--- config.mk ---
export PLATFORM = sky130hd
export DESIGN_NAME = hsb_top
export DESIGN_NICKNAME = d
export VERILOG_FILES = /design/src/hw/hsb_pkg.sv /design/src/hw/hsb_buf2.sv /design/src/hw/hsb_top.sv
export SDC_FILE = /design/constraint.sdc
export NUM_CORES = 1
export LEC_CHECK = 0
export BUFFER_PORTS_ARGS = -buffer_cell sky130_fd_sc_hd__clkbuf_2
export CAP_MARGIN = 0
export CELL_PAD_IN_SITES_DETAIL_PLACEMENT = 1
export CELL_PAD_IN_SITES_GLOBAL_PLACEMENT = 1
export CORE_ASPECT_RATIO = 1.1
export CORE_UTILIZATION = 47
export CTS_BUF_LIST = sky130_fd_sc_hd__clkbuf_4
export CTS_CLUSTER_SIZE = 16
export DETAILED_ROUTE_END_ITERATION = 10
export PLACE_DENSITY = 0.88
export SLEW_MARGIN = 25
export SYNTH_ARGS = -nofsm -noshare
export SYNTH_HDL_FRONTEND = slang
export SYNTH_SLANG_ARGS = --single-unit
export TNS_END_PERCENT = 1
--- constraint.sdc ---
create_clock -name clk -period 4.4 [get_ports clk]
set_clock_uncertainty 0.15 [all_clocks]
set_input_delay 0.22 -clock clk [delete_from_list [all_inputs] [get_ports clk]]
set_output_delay 0.22 -clock clk [all_outputs]
set_load 0.005 [all_outputs]
--- src/hw/hsb_pkg.sv ---
// Package for the host slave access and DMA bus block
package hsb_pkg;
   // ************************************************
   // Bus cycle timing
   // ************************************************
   localparam int CLK_PERIOD_NS = 20;         // Bus clock period
   localparam int SYNC_STAGES = 2;            // Access synchroniser depth
   localparam int BACK_SLIP_CYCLES = 4;       // Start slip on a missed grant
   localparam int ADDR32_CYCLES = 4;          // Extra address phase length
   localparam int READ_STROBE_CYCLES = 2;     // Memory read strobe length
   localparam int T_CYCLES = 4;               // T1..T4 per transfer
   // ************************************************
   // Bus master states
   // ************************************************
   typedef enum logic [2:0] {
      ST_IDLE,
      ST_REQ,
      ST_SLIP,
      ST_ADDR32,
      ST_XFER,
      ST_RELEASE
   } state_type;
endpackage : hsb_pkg

--- src/hw/hsb_buf2.sv ---
// Two-entry skid buffer for DMA read data
module hsb_buf2 #(
   parameter int WIDTH = 16 // Word width
) (
   input wire logic clk, // Bus clock
   input wire logic reset, // Async reset, active high
   input wire logic in_valid, // Word offered
   output logic in_ready, // Room for a word
   input wire logic [WIDTH-1:0] in_data, // Word in
   output logic out_valid, // Word held
   input wire logic out_ready, // Consumer takes word
   output logic [WIDTH-1:0] out_data // Word out, registered
);
   // ************************************************
   // Storage
   // ************************************************
   logic [WIDTH-1:0] mem_reg [2]; // Two entries
   logic [1:0] count_reg; // Entries held
   logic rd_ptr_reg; // Read slot
   logic wr_ptr_reg; // Write slot
   logic push; // Word accepted
   logic pop; // Word delivered

   assign in_ready = (count_reg != 2'h2);
   assign out_valid = (count_reg != 2'h0);
   assign push = in_valid && in_ready;
   assign pop = out_valid && out_ready;
   assign out_data = mem_reg[rd_ptr_reg];

   // Entry write, memory needs no reset
   always_ff @(posedge clk) begin
      if (push) begin
         mem_reg[wr_ptr_reg] <= in_data;
      end
   end

   // Pointers and fill count
   always_ff @(posedge clk or posedge reset) begin
      if (reset) begin
         count_reg <= 2'h0;
         rd_ptr_reg <= 1'b0;
         wr_ptr_reg <= 1'b0;
      end else begin
         if (push) begin
            wr_ptr_reg <= ~wr_ptr_reg;
         end
         if (pop) begin
            rd_ptr_reg <= ~rd_ptr_reg;
         end
         count_reg <= count_reg + {1'b0, push} - {1'b0, pop};
      end
   end
endmodule : hsb_buf2

--- src/hw/hsb_top.sv ---
// Host slave register access and DMA bus master sequencer
// Function
// - Acknowledge only after select, strobe, synchroniser
// - Dual bus: acknowledge waits for DMA end
// - Delay measured from later of select, strobe
// - Latch select lines on strobe fall, else direct
// - Remote: one transfer; local: burst per grant
// - 32-bit mode: address phase before first only
// - Byte burst keeps upper address until last
// - Read strobe held two clocks per cycle
module hsb_top #(
   parameter int BURST_MAX = 8, // Largest local burst length
   parameter int DATA_W = 16 // DMA data width
) (
   input wire logic clk, // Bus clock
   input wire logic reset, // Async reset, active high
   input wire logic chip_select_n, // Host chip select
   input wire logic slave_read_strobe_n, // Host register read
   input wire logic slave_write_strobe_n, // Host register write
   input wire logic host_addr_latch_strobe_n, // Register select latch
   input wire logic latched_mode, // Latch select lines on strobe
   input wire logic dual_bus, // Separate host and buffer buses
   input wire logic [3:0] reg_select_lines, // Register select in
   output logic [3:0] latched_reg_select, // Register in use
   output logic reg_read, // One-cycle read pulse to core
   output logic reg_write, // One-cycle write pulse to core
   output logic ack_n, // Register access acknowledge
   input wire logic local_dma_req, // Local DMA wants a burst
   input wire logic remote_dma_req, // Remote DMA wants a word
   input wire logic [7:0] burst_len, // Local burst length, 1 and up
   input wire logic mode_32bit, // Extra address phase
   input wire logic byte_mode, // Byte-wide transfers
   input wire logic [DATA_W-1:0] mem_rdata, // Memory read data
   output logic bus_request_out, // Bus request
   input wire logic bus_ack, // Bus grant, active high
   output logic bus_ctrl_oe, // Bus control drive enable
   output logic addr_strobe, // Address strobe
   output logic upper_addr_latch_strobe, // Upper address strobe
   output logic upper_addr_oe, // A8-A15 drive enable
   output logic mem_read_n, // Memory read strobe
   output logic first_transfer_cycle, // In T1
   output logic dma_done, // One-cycle pulse at grant end
   output logic rd_valid, // Read word offered
   input wire logic rd_ready, // Consumer ready
   output logic [DATA_W-1:0] rd_data // Read word
);
   // ************************************************
   // Slave access synchroniser
   // ************************************************
   logic access_raw; // Select and a strobe both low
   logic [hsb_pkg::SYNC_STAGES-1:0] sync_reg; // Two-flop synchroniser
   logic access_seen_reg; // Access served, await release
   logic dma_busy; // A transfer is in flight

   // Last of select and strobe opens the access, so both must be low
   assign access_raw = !chip_select_n && (!slave_read_strobe_n || !slave_write_strobe_n);

   // Synchronise the access level to the bus clock
   always_ff @(posedge clk or posedge reset) begin
      if (reset) begin
         sync_reg <= '0;
      end else begin
         sync_reg <= {sync_reg[0], access_raw};
      end
   end

   // Select lines: latched on strobe fall, or flow-through
   logic ads_d_reg; // Previous latch strobe
   logic [3:0] rs_latch_reg; // Latched select
   always_ff @(posedge clk or posedge reset) begin
      if (reset) begin
         ads_d_reg <= 1'b1;
         rs_latch_reg <= 4'h0;
      end else begin
         ads_d_reg <= host_addr_latch_strobe_n;
         if (ads_d_reg && !host_addr_latch_strobe_n) begin
            rs_latch_reg <= reg_select_lines;
         end
      end
   end
   assign latched_reg_select = latched_mode ? rs_latch_reg : reg_select_lines;

   // Acknowledge once synced, and in dual bus mode once the DMA is idle.
   // The host is expected to hold its cycle in waits until then.
   always_ff @(posedge clk or posedge reset) begin
      if (reset) begin
         ack_n <= 1'b1;
         access_seen_reg <= 1'b0;
         reg_read <= 1'b0;
         reg_write <= 1'b0;
      end else begin
         reg_read <= 1'b0;
         reg_write <= 1'b0;
         if (!sync_reg[1]) begin
            // Release: acknowledge rises a clock after the synced access drops
            ack_n <= 1'b1;
            access_seen_reg <= 1'b0;
         end else if (!access_seen_reg && !(dual_bus && dma_busy)) begin
            ack_n <= 1'b0;
            access_seen_reg <= 1'b1;
            reg_read <= slave_write_strobe_n;
            reg_write <= !slave_write_strobe_n;
         end
      end
   end

   // ************************************************
   // Bus master sequencer
   // ************************************************
   hsb_pkg::state_type state_reg; // Master state
   logic [2:0] cnt_reg; // Cycle within phase
   logic [7:0] xfer_left_reg; // Transfers left in grant
   logic is_local_reg; // Grant serves local DMA
   logic buf_ready; // Buffer has room
   logic last_xfer; // Final transfer in progress
   localparam logic [2:0] TLAST = 3'(hsb_pkg::T_CYCLES - 1);
   localparam logic [2:0] SLIPLAST = 3'(hsb_pkg::BACK_SLIP_CYCLES - 1);
   localparam logic [2:0] A32LAST = 3'(hsb_pkg::ADDR32_CYCLES - 1);
   localparam logic [2:0] RDLAST = 3'(hsb_pkg::READ_STROBE_CYCLES);

   assign dma_busy = (state_reg != hsb_pkg::ST_IDLE);
   assign last_xfer = (xfer_left_reg == 8'h01);

   // Sequencer: request, grant sampled ahead of T1, address phase, transfers
   always_ff @(posedge clk or posedge reset) begin
      if (reset) begin
         state_reg <= hsb_pkg::ST_IDLE;
         cnt_reg <= 3'h0;
         xfer_left_reg <= 8'h00;
         is_local_reg <= 1'b0;
      end else begin
         case (state_reg)
            hsb_pkg::ST_IDLE: begin
               cnt_reg <= 3'h0;
               if (local_dma_req) begin
                  is_local_reg <= 1'b1;
                  xfer_left_reg <= (burst_len == 8'h00) ? 8'h01 :
                     ((burst_len > 8'(BURST_MAX)) ? 8'(BURST_MAX) : burst_len);
                  state_reg <= hsb_pkg::ST_REQ;
               end else if (remote_dma_req) begin
                  is_local_reg <= 1'b0;
                  xfer_left_reg <= 8'h01;
                  state_reg <= hsb_pkg::ST_REQ;
               end
            end
            hsb_pkg::ST_REQ: begin
               // Grant must be seen here, ahead of T1
               if (bus_ack) begin
                  state_reg <= mode_32bit ? hsb_pkg::ST_ADDR32 : hsb_pkg::ST_XFER;
               end else begin
                  state_reg <= hsb_pkg::ST_SLIP;
               end
               cnt_reg <= 3'h0;
            end
            hsb_pkg::ST_SLIP: begin
               // Missed grant costs a full four-clock slot
               cnt_reg <= cnt_reg + 3'h1;
               if (cnt_reg == SLIPLAST) begin
                  state_reg <= hsb_pkg::ST_REQ;
               end
            end
            hsb_pkg::ST_ADDR32: begin
               cnt_reg <= cnt_reg + 3'h1;
               if (cnt_reg == A32LAST) begin
                  cnt_reg <= 3'h0;
                  state_reg <= hsb_pkg::ST_XFER;
               end
            end
            hsb_pkg::ST_XFER: begin
               // Hold at T4 while the buffer is full, so no word is lost
               if (cnt_reg == TLAST) begin
                  if (buf_ready) begin
                     cnt_reg <= 3'h0;
                     xfer_left_reg <= xfer_left_reg - 8'h01;
                     if (last_xfer) begin
                        state_reg <= hsb_pkg::ST_RELEASE;
                     end
                  end
               end else begin
                  cnt_reg <= cnt_reg + 3'h1;
               end
            end
            hsb_pkg::ST_RELEASE: begin
               state_reg <= hsb_pkg::ST_IDLE;
            end
            default: begin
               state_reg <= hsb_pkg::ST_IDLE;
            end
         endcase
      end
   end

   // ************************************************
   // Bus outputs
   // ************************************************
   logic in_xfer; // Transfer cycles active
   assign in_xfer = (state_reg == hsb_pkg::ST_XFER);

   // Request holds from ask until the grant's last transfer ends
   assign bus_request_out = dma_busy && (state_reg != hsb_pkg::ST_RELEASE);
   assign bus_ctrl_oe = in_xfer || (state_reg == hsb_pkg::ST_ADDR32);
   assign first_transfer_cycle = in_xfer && (cnt_reg == 3'h0);
   assign addr_strobe = in_xfer && (cnt_reg == 3'h0);
   assign upper_addr_latch_strobe = (state_reg == hsb_pkg::ST_ADDR32) && (cnt_reg == 3'h0);
   // Read strobe over T2..T3, two full clocks
   assign mem_read_n = !(in_xfer && (cnt_reg >= 3'h1) && (cnt_reg <= RDLAST));
   // Word transfers free A8-A15 at T4; byte bursts hold them until the last,
   // so a stalled T4 in word mode leaves the upper lines to other drivers
   assign upper_addr_oe = (state_reg == hsb_pkg::ST_ADDR32) ||
      (in_xfer && ((cnt_reg != TLAST) || (byte_mode && !last_xfer)));

   // Grant end pulse
   always_ff @(posedge clk or posedge reset) begin
      if (reset) begin
         dma_done <= 1'b0;
      end else begin
         dma_done <= (state_reg == hsb_pkg::ST_RELEASE);
      end
   end

   // Capture read data at the end of T4, a clock after the strobe ends, into the skid buffer
   logic cap_valid; // Word sampled this cycle
   assign cap_valid = in_xfer && (cnt_reg == TLAST) && buf_ready;

   hsb_buf2 #(
      .WIDTH(DATA_W)
   ) u_buf (
      .clk(clk),
      .reset(reset),
      .in_valid(cap_valid),
      .in_ready(buf_ready),
      .in_data(mem_rdata),
      .out_valid(rd_valid),
      .out_ready(rd_ready),
      .out_data(rd_data)
   );

   // ************************************************
   // Checks
   // ************************************************
   ack_after_sync_a: assert property (@(posedge clk) disable iff (reset)
      $fell(ack_n) |-> $past(access_raw, 2) && $past(access_raw, 1))
      else $error("ack fell without synced access");
   ack_dual_bus_a: assert property (@(posedge clk) disable iff (reset)
      $fell(ack_n) |-> !($past(dual_bus) && $past(dma_busy)))
      else $error("ack during DMA in dual bus mode");
   slip_four_a: assert property (@(posedge clk) disable iff (reset)
      (state_reg == hsb_pkg::ST_REQ && !bus_ack) |=> (state_reg == hsb_pkg::ST_SLIP) [*4]
      ##1 (state_reg == hsb_pkg::ST_REQ))
      else $error("missed grant slip not four clocks");
   remote_single_a: assert property (@(posedge clk) disable iff (reset)
      (in_xfer && !is_local_reg) |-> xfer_left_reg == 8'h01)
      else $error("remote DMA doing more than one transfer");
   addr32_first_a: assert property (@(posedge clk) disable iff (reset)
      (state_reg == hsb_pkg::ST_ADDR32) |-> $past(state_reg) != hsb_pkg::ST_XFER)
      else $error("address phase inside a burst");
   read_strobe_a: assert property (@(posedge clk) disable iff (reset)
      $fell(mem_read_n) |=> !mem_read_n ##1 mem_read_n)
      else $error("read strobe not two clocks");
   upper_hold_a: assert property (@(posedge clk) disable iff (reset)
      (in_xfer && byte_mode && !last_xfer) |-> upper_addr_oe)
      else $error("upper address released mid burst");
   req_release_a: assert property (@(posedge clk) disable iff (reset)
      (state_reg == hsb_pkg::ST_RELEASE) |-> !bus_request_out && !bus_ctrl_oe)
      else $error("bus not released at grant end");
endmodule : hsb_top

# After elaboration in Yosys (flattened, before gate mapping)
# Memory sizes are Yosys's and may differ from the RTL's.
# Cells that the tools add are included.
# word_totals
ramBits,32
n_memories,1
ff_bits,30
input_bits,42
output_inout_bits,32
elab_cells,112
# mem_list
memory,words,width,read_ports,rd_ports_with_merged_regs,wr,line_no,source
u_buf.mem_reg,2,16,1,0,1,hsb_buf2.sv:17,logic [WIDTH-1:0] mem_reg [2];
# classes
magnitude_cmp,3
n_mux,32
bitwise_logic,2
n_addsub,4
reduce_logical,38
n_eq_ne,18
# ops
cell,n
$mux W8,6
$mux W3,12
$pmux W8 S2,1
$logic_and A1 B1 Y1,15
$pmux W3 S5,1
$pmux W3 S4,1
$mux W1,10
$ne A2 B2 Y1 const B,5
$eq A3 B2 Y1 const B,3
$ne A3 B3 Y1 const B,3
$eq A8 B1 Y1 const B,1
$gt A8 B4 Y1 const B,1
$logic_not A1 Y1,8
$logic_not A8 Y1,1
$sub A8 B1 Y8 const B,1
$eq A3 B3 Y1 const B,2
$logic_not A3 Y1,2
$reduce_and A6 Y1,1
$logic_or A1 B1 Y1,4
$mux W4,1
$ne A2 B1 Y1 const B,2
$reduce_and A4 Y1,1
$reduce_bool A2 Y1,2
$reduce_bool A4 Y1,1
11 further kinds,12

# Longest topological paths before layout
# logic_depth
ltp_word,6
depth_mapped,9
depth_no_buf,8

# By module
# From an unflattened synthesis, not the netlist that was laid out.
# hier_totals
hier_cells,228
hier_area_um2,2865.2
# by_module_without_submodules
mod,cells_per_inst,area_per_inst_um2,n_inst,seq_area_each_um2
hsb_top,160,1498.9,1,653.1
hsb_buf2,68,1366.3,1,1061.0

# Least setup slack after synthesis
# OpenSTA, ideal clock, no wires.
# synth_timing
path_type,flip-flop to flip-flop
start,reg state_reg[0]
end,mem u_buf.mem_reg[0][0] (enable)
setup_slack_ps,1743
path_stages_with_launch,7
setup_time_ps,388
path_buffers,3
arrival_time_ps,2118
synth_period_minus_slack_ps,2657
required_time_ps,3862
path_cell_list,dfrtp_1 -> buf_6 -> or3b_1 -> buf_2 -> or3_1 -> buf_2 -> nor2_1
# synth_between
elab_chain_len,6
# synth_rtl
item,line_no,source
start: declaration,hsb_top.sv:110,hsb_pkg::state_type state_reg;
start signal: assignment,hsb_top.sv:127,state_reg <= hsb_pkg::ST_IDLE;
start signal: assignment,hsb_top.sv:139,state_reg <= hsb_pkg::ST_REQ;
start signal: assignment,hsb_top.sv:143,state_reg <= hsb_pkg::ST_REQ;
$eq A3 B3 Y1,hsb_top.sv:197,assign in_xfer = (state_reg == hsb_pkg::ST_XFER);
$logic_and A1 B1 Y1 (2 in a row),hsb_top.sv:223,assign cap_valid = in_xfer && (cnt_reg == TLAST) && buf_ready;
$logic_and A1 B1 Y1,hsb_buf2.sv:26,assign push = in_valid && in_ready;
$mux W1,hsb_buf2.sv:32,if (push) begin
$mux W1 (implied by the code),hsb_buf2.sv:33,mem_reg[wr_ptr_reg] <= in_data;
end: declaration,hsb_buf2.sv:17,
# Every way passes these cells.

# Final worst setup path
# layout_timing
start,reg state_reg[0]
end,mem u_buf.mem_reg[1][15] (enable)
# layout_between
elab_chain_len,6
# layout_rtl
item,line_no,source
$eq A3 B3 Y1,hsb_top.sv:197,
$logic_and A1 B1 Y1 (2 in a row),hsb_top.sv:223,
$logic_and A1 B1 Y1,hsb_buf2.sv:26,
net u_buf.push,hsb_buf2.sv:21,logic push;
$mux W1,hsb_buf2.sv:32,
$mux W1 (implied by the code),hsb_buf2.sv:33,
# The timed path passes the listed nets, and every way through them passes these cells.

==> metrics.md <==
| Metric | Value |
|---|---|
| Die outline height | `84.6 um` |
| WP data required | `4.29 ns` |
| Number of instances in the synthesized netlist | `234` |
| Most instantiated flip-flop cell in the synthesis netlist | `edfxtp_1` |
| Maximum buffer depth of the clock tree | `2` |
| Critical path cell sequence | `or3b_1, or3_1, inv_1, and2_1` |
| Layout net count | `386` |
| Worst hold path class | `in2reg` |
| Endpoint class of the critical path | `flip-flop` |
| Area leader, netlist | `edfxtp_1` |
| Average instance area after synthesis | `12.5 um2` |
| Number of I/O pins | `74` |
| Dominant combinational cell family by area after synthesis | `simple AND/OR/NAND/NOR gates` |
| Fraction of synthesized cell area in xor and xnor cells | `0.0180` |
| HPWL after detailed placement | `approximately 4600 um` |
| Distinct cell type count of the synthesized netlist | `50` |
| Vias | `2286` |
| Final weighted congestion of routability-driven global placement | `0.831` |
| Share of the yosys chip area belonging to registers | `0.588` |
| Full die area | `6520 um2` |
| Worst-case hold slack | `0.0245 ns` |
| Cell total after placement | `373` |
| CTS clk-pin slew, worst paths | `0.12 ns` |
| Largest voltage drop on the vdd net | `0.271 mV` |
| Starting utilization of the core area | `0.496` |
| Post-Route Setup TNS | `0 ns` |
| Number of nets with antenna violations after routing | `0` |
| Area Growth Syn to Fin | `29.0%` |
| Seq cells post-synth | `62` |
| Worst setup path startpoint | `state_reg[0]` |
| Period Utilization, post-route | `0.687` |
| Setup violations, final | `0` |
| Outcome | `finished, final reports clean` |
| Root Buffer | `clkbuf_4` |
| Flip-flop count of the largest register after layout | `32` |
| CP Data Arrival Time | `between 2 and 3 ns` |
| Worst setup SP type | `flip-flop` |
| Fill count | `a little over 600` |
| Antenna violations before repair | `0` |
| Worst Tran Pin Value | `0.869 ns` |
| Maximum level of the CTS H-tree | `3` |
| Post-synthesis mux area share | `0.0953` |
| Length of the first detailed-routing pass in iterations | `4` |
| Final routed DRC violation total | `0` |
| Aggregate routed wire length | `8820 um` |
| Worst-skew pair later-pin latency | `0.42 ns` |
| Synth Cell Area | `2920 um2` |
| Number of I/O port buffers | `73` |
| Final antenna diode count | `0` |
| Power density over the cells | `511 nW/um2` |
| First-pass GRT wire length | `between 10000 and 15000 um` |
| Min Clock Period, post-route | `3.02 ns` |
| Leakage Power | `1.68 nW` |
| Starting DRT DRC Count | `139` |
| Clock tree from TritonCTS | `done` |
| GRT Util Overall | `0.294` |
| Area fraction in and, or, nand and nor cells after synthesis | `0.121` |
| Commonest non-fill, non-tap cell in the layout | `clkbuf_2` |
| Largest net degree at the start of global routing | `31` |
| Reg2reg start | `state_reg[0]` |
| Cell Rows | `29` |
| Number of enable flip-flop cells after synthesis | `32` |
| Non-filler instance count after layout | `~420` |
| Achievable Freq | `approximately 330 MHz` |
| Final Max Tran Viols | `0` |
| Slowest library cell on the worst path | `or3b_1` |
| Area share of fa/ha/maj cells after synthesis | `0.0429` |
| Unrepaired setup endpoints after global routing | `no` |
| Share of synthesized registers carrying an async set or reset | `0.484` |
| Number of global-route vias before repair | `2511` |
| Compound-gate portion of the synthesized area | `0.0936` |
| Post-CTS Setup Inserts | `0` |
| Die span in x | `77.1 um` |
| GRT Residual Overflow | `0` |
| Number of nets produced by synthesis | `286` |
| Maxcap violations | `0` |
| Max-slew headroom at the worst pin | `0.421` |
| Warnings, synthesis | `0` |
| Worst setup path class | `reg2reg` |
| Number of endpoints with negative hold slack in the final report | `0` |
| Number of buffers created by CTS | `9` |
| Fraction of final layout cells sized beyond drive strength 1 | `0.354` |
| Commonest non-fill, non-tap cells in the layout | `clkbuf_2 (73), edfxtp_1 (32), dfrtp_1 (28), dlygate4sd3_1 (27), nand2_1 (22)` |
| Count of clock tree sinks | `62` |
| Dominant cells by area after synthesis | `edfxtp_1 (33%), dfrtp_1 (24%), mux2_2 (8.1%)` |
| Maximum cell stage delay along the critical path | `between 0.6 and 0.7 ns` |
| Critical Path Fanout Max | `17` |
| Via density per instance | `5.50` |
| Launch point of the worst hold path | `burst_len[3]` |
| Detailed-route wire length per cell | `21.2 um` |
| Core footprint | `5880 um2` |
| Share of the synthesized area in the top cell type | `0.330` |
==> cell families after synthesis <==
family | after synthesis
adders and majority gates | 10
AOI/OAI and AO/OA | 37
muxes | 25
and+or+nand+nor | 66
buffers and inverters | 28
DFF | 62
xor gates and xnor gates | 6
==> power by group <==
| group | internal [W] | switching [W] |
|---|---|---|
| registers | 0.000685 | 0.000131 |
| logic | 0.000304 | 0.000335 |
| clock network | 0.000236 | 0.000232 |
| total | 0.00122 | 0.000698 |
==> repair_timing <==
item                      in CTS  in global routing
hold endpoints to repair      70                  0
hold buffers                  27                  0
gates resized for setup        0                  0
==> Yosys cell counts, drive strengths merged (2+ instances only) <==
master  count
edfxtp     32
dfrtp      28
mux2       22
nand2      22
inv        15
ha         10
clkbuf      9
nor2        9
a21oi       6
nor3        6
o211ai      6
and2        5
buf         4
nor2b       4
nor4        4
or3         4
xnor2       4
a22o        3
mux2i       3
nand2b      3
o21ai       3
o22ai       3
a22oi       2
and3b       2
dfstp       2
nand4       2
nor3b       2
o32ai       2
xor2        2
==> per-stage QoR <==
stage	power [W]	instance area (um2)	utilization	setup WS (ns)
final	0.00192	3760	0.640	1.38
after global routing	0.00204	3760	0.640	1.21
after CTS	0.00188	3760	0.640	1.36
after detailed placement	0.00141	3330	0.566	1.38
after global placement	0.00136	3330	0.566	1.47
after floorplan	0.00121	2920	-	1.74
==> final cells by class <==
class | instances | area (um2) | share of cell area
Inverter | 15 | 56.3 | 0.0150
Timing Repair Buffer | 102 | 651 | 0.173
Sequential cell | 62 | 1710 | 0.456
Tap cell | 77 | 96.3 | 0.0256
Clock inverter | 6 | 86.3 | 0.0230
Clock buffer | 10 | 75.1 | 0.0200
Multi-Input combinational cell | 144 | 1080 | 0.288
==> critical path, delay by kind of cell, from the launching register on <==
kind | cells | cell delay (ns)
AND/OR/NAND/NOR | 3 | 1.78
buffers and inverters | 1 | 0.13
flip-flops | 1 | 0.58
==> path summary, 6_finish.rpt <==
check                                       endpoint  slack, ns  depth (start not counted)
worst max-delay path            u_buf.mem_reg[1][15]       1.38                          4
worst min-delay path                xfer_left_reg[0]       0.02                          4
worst max register to register  u_buf.mem_reg[1][15]       1.38                          4
worst min register to register           sync_reg[1]       0.31                          0
max in group asynchronous                  ads_d_reg       3.45                          4
min in group asynchronous                sync_reg[0]       0.31                          4
==> per-layer routing <==
layer,wire (um),vias to the layer above,track usage
met5,0,-,0
met4,285,0,0.146
met3,454,19,0.0696
met2,4590,103,0.507
met1,3490,1118,0.342
li1,-,1046,-
Power figures use the tool's default switching activity.
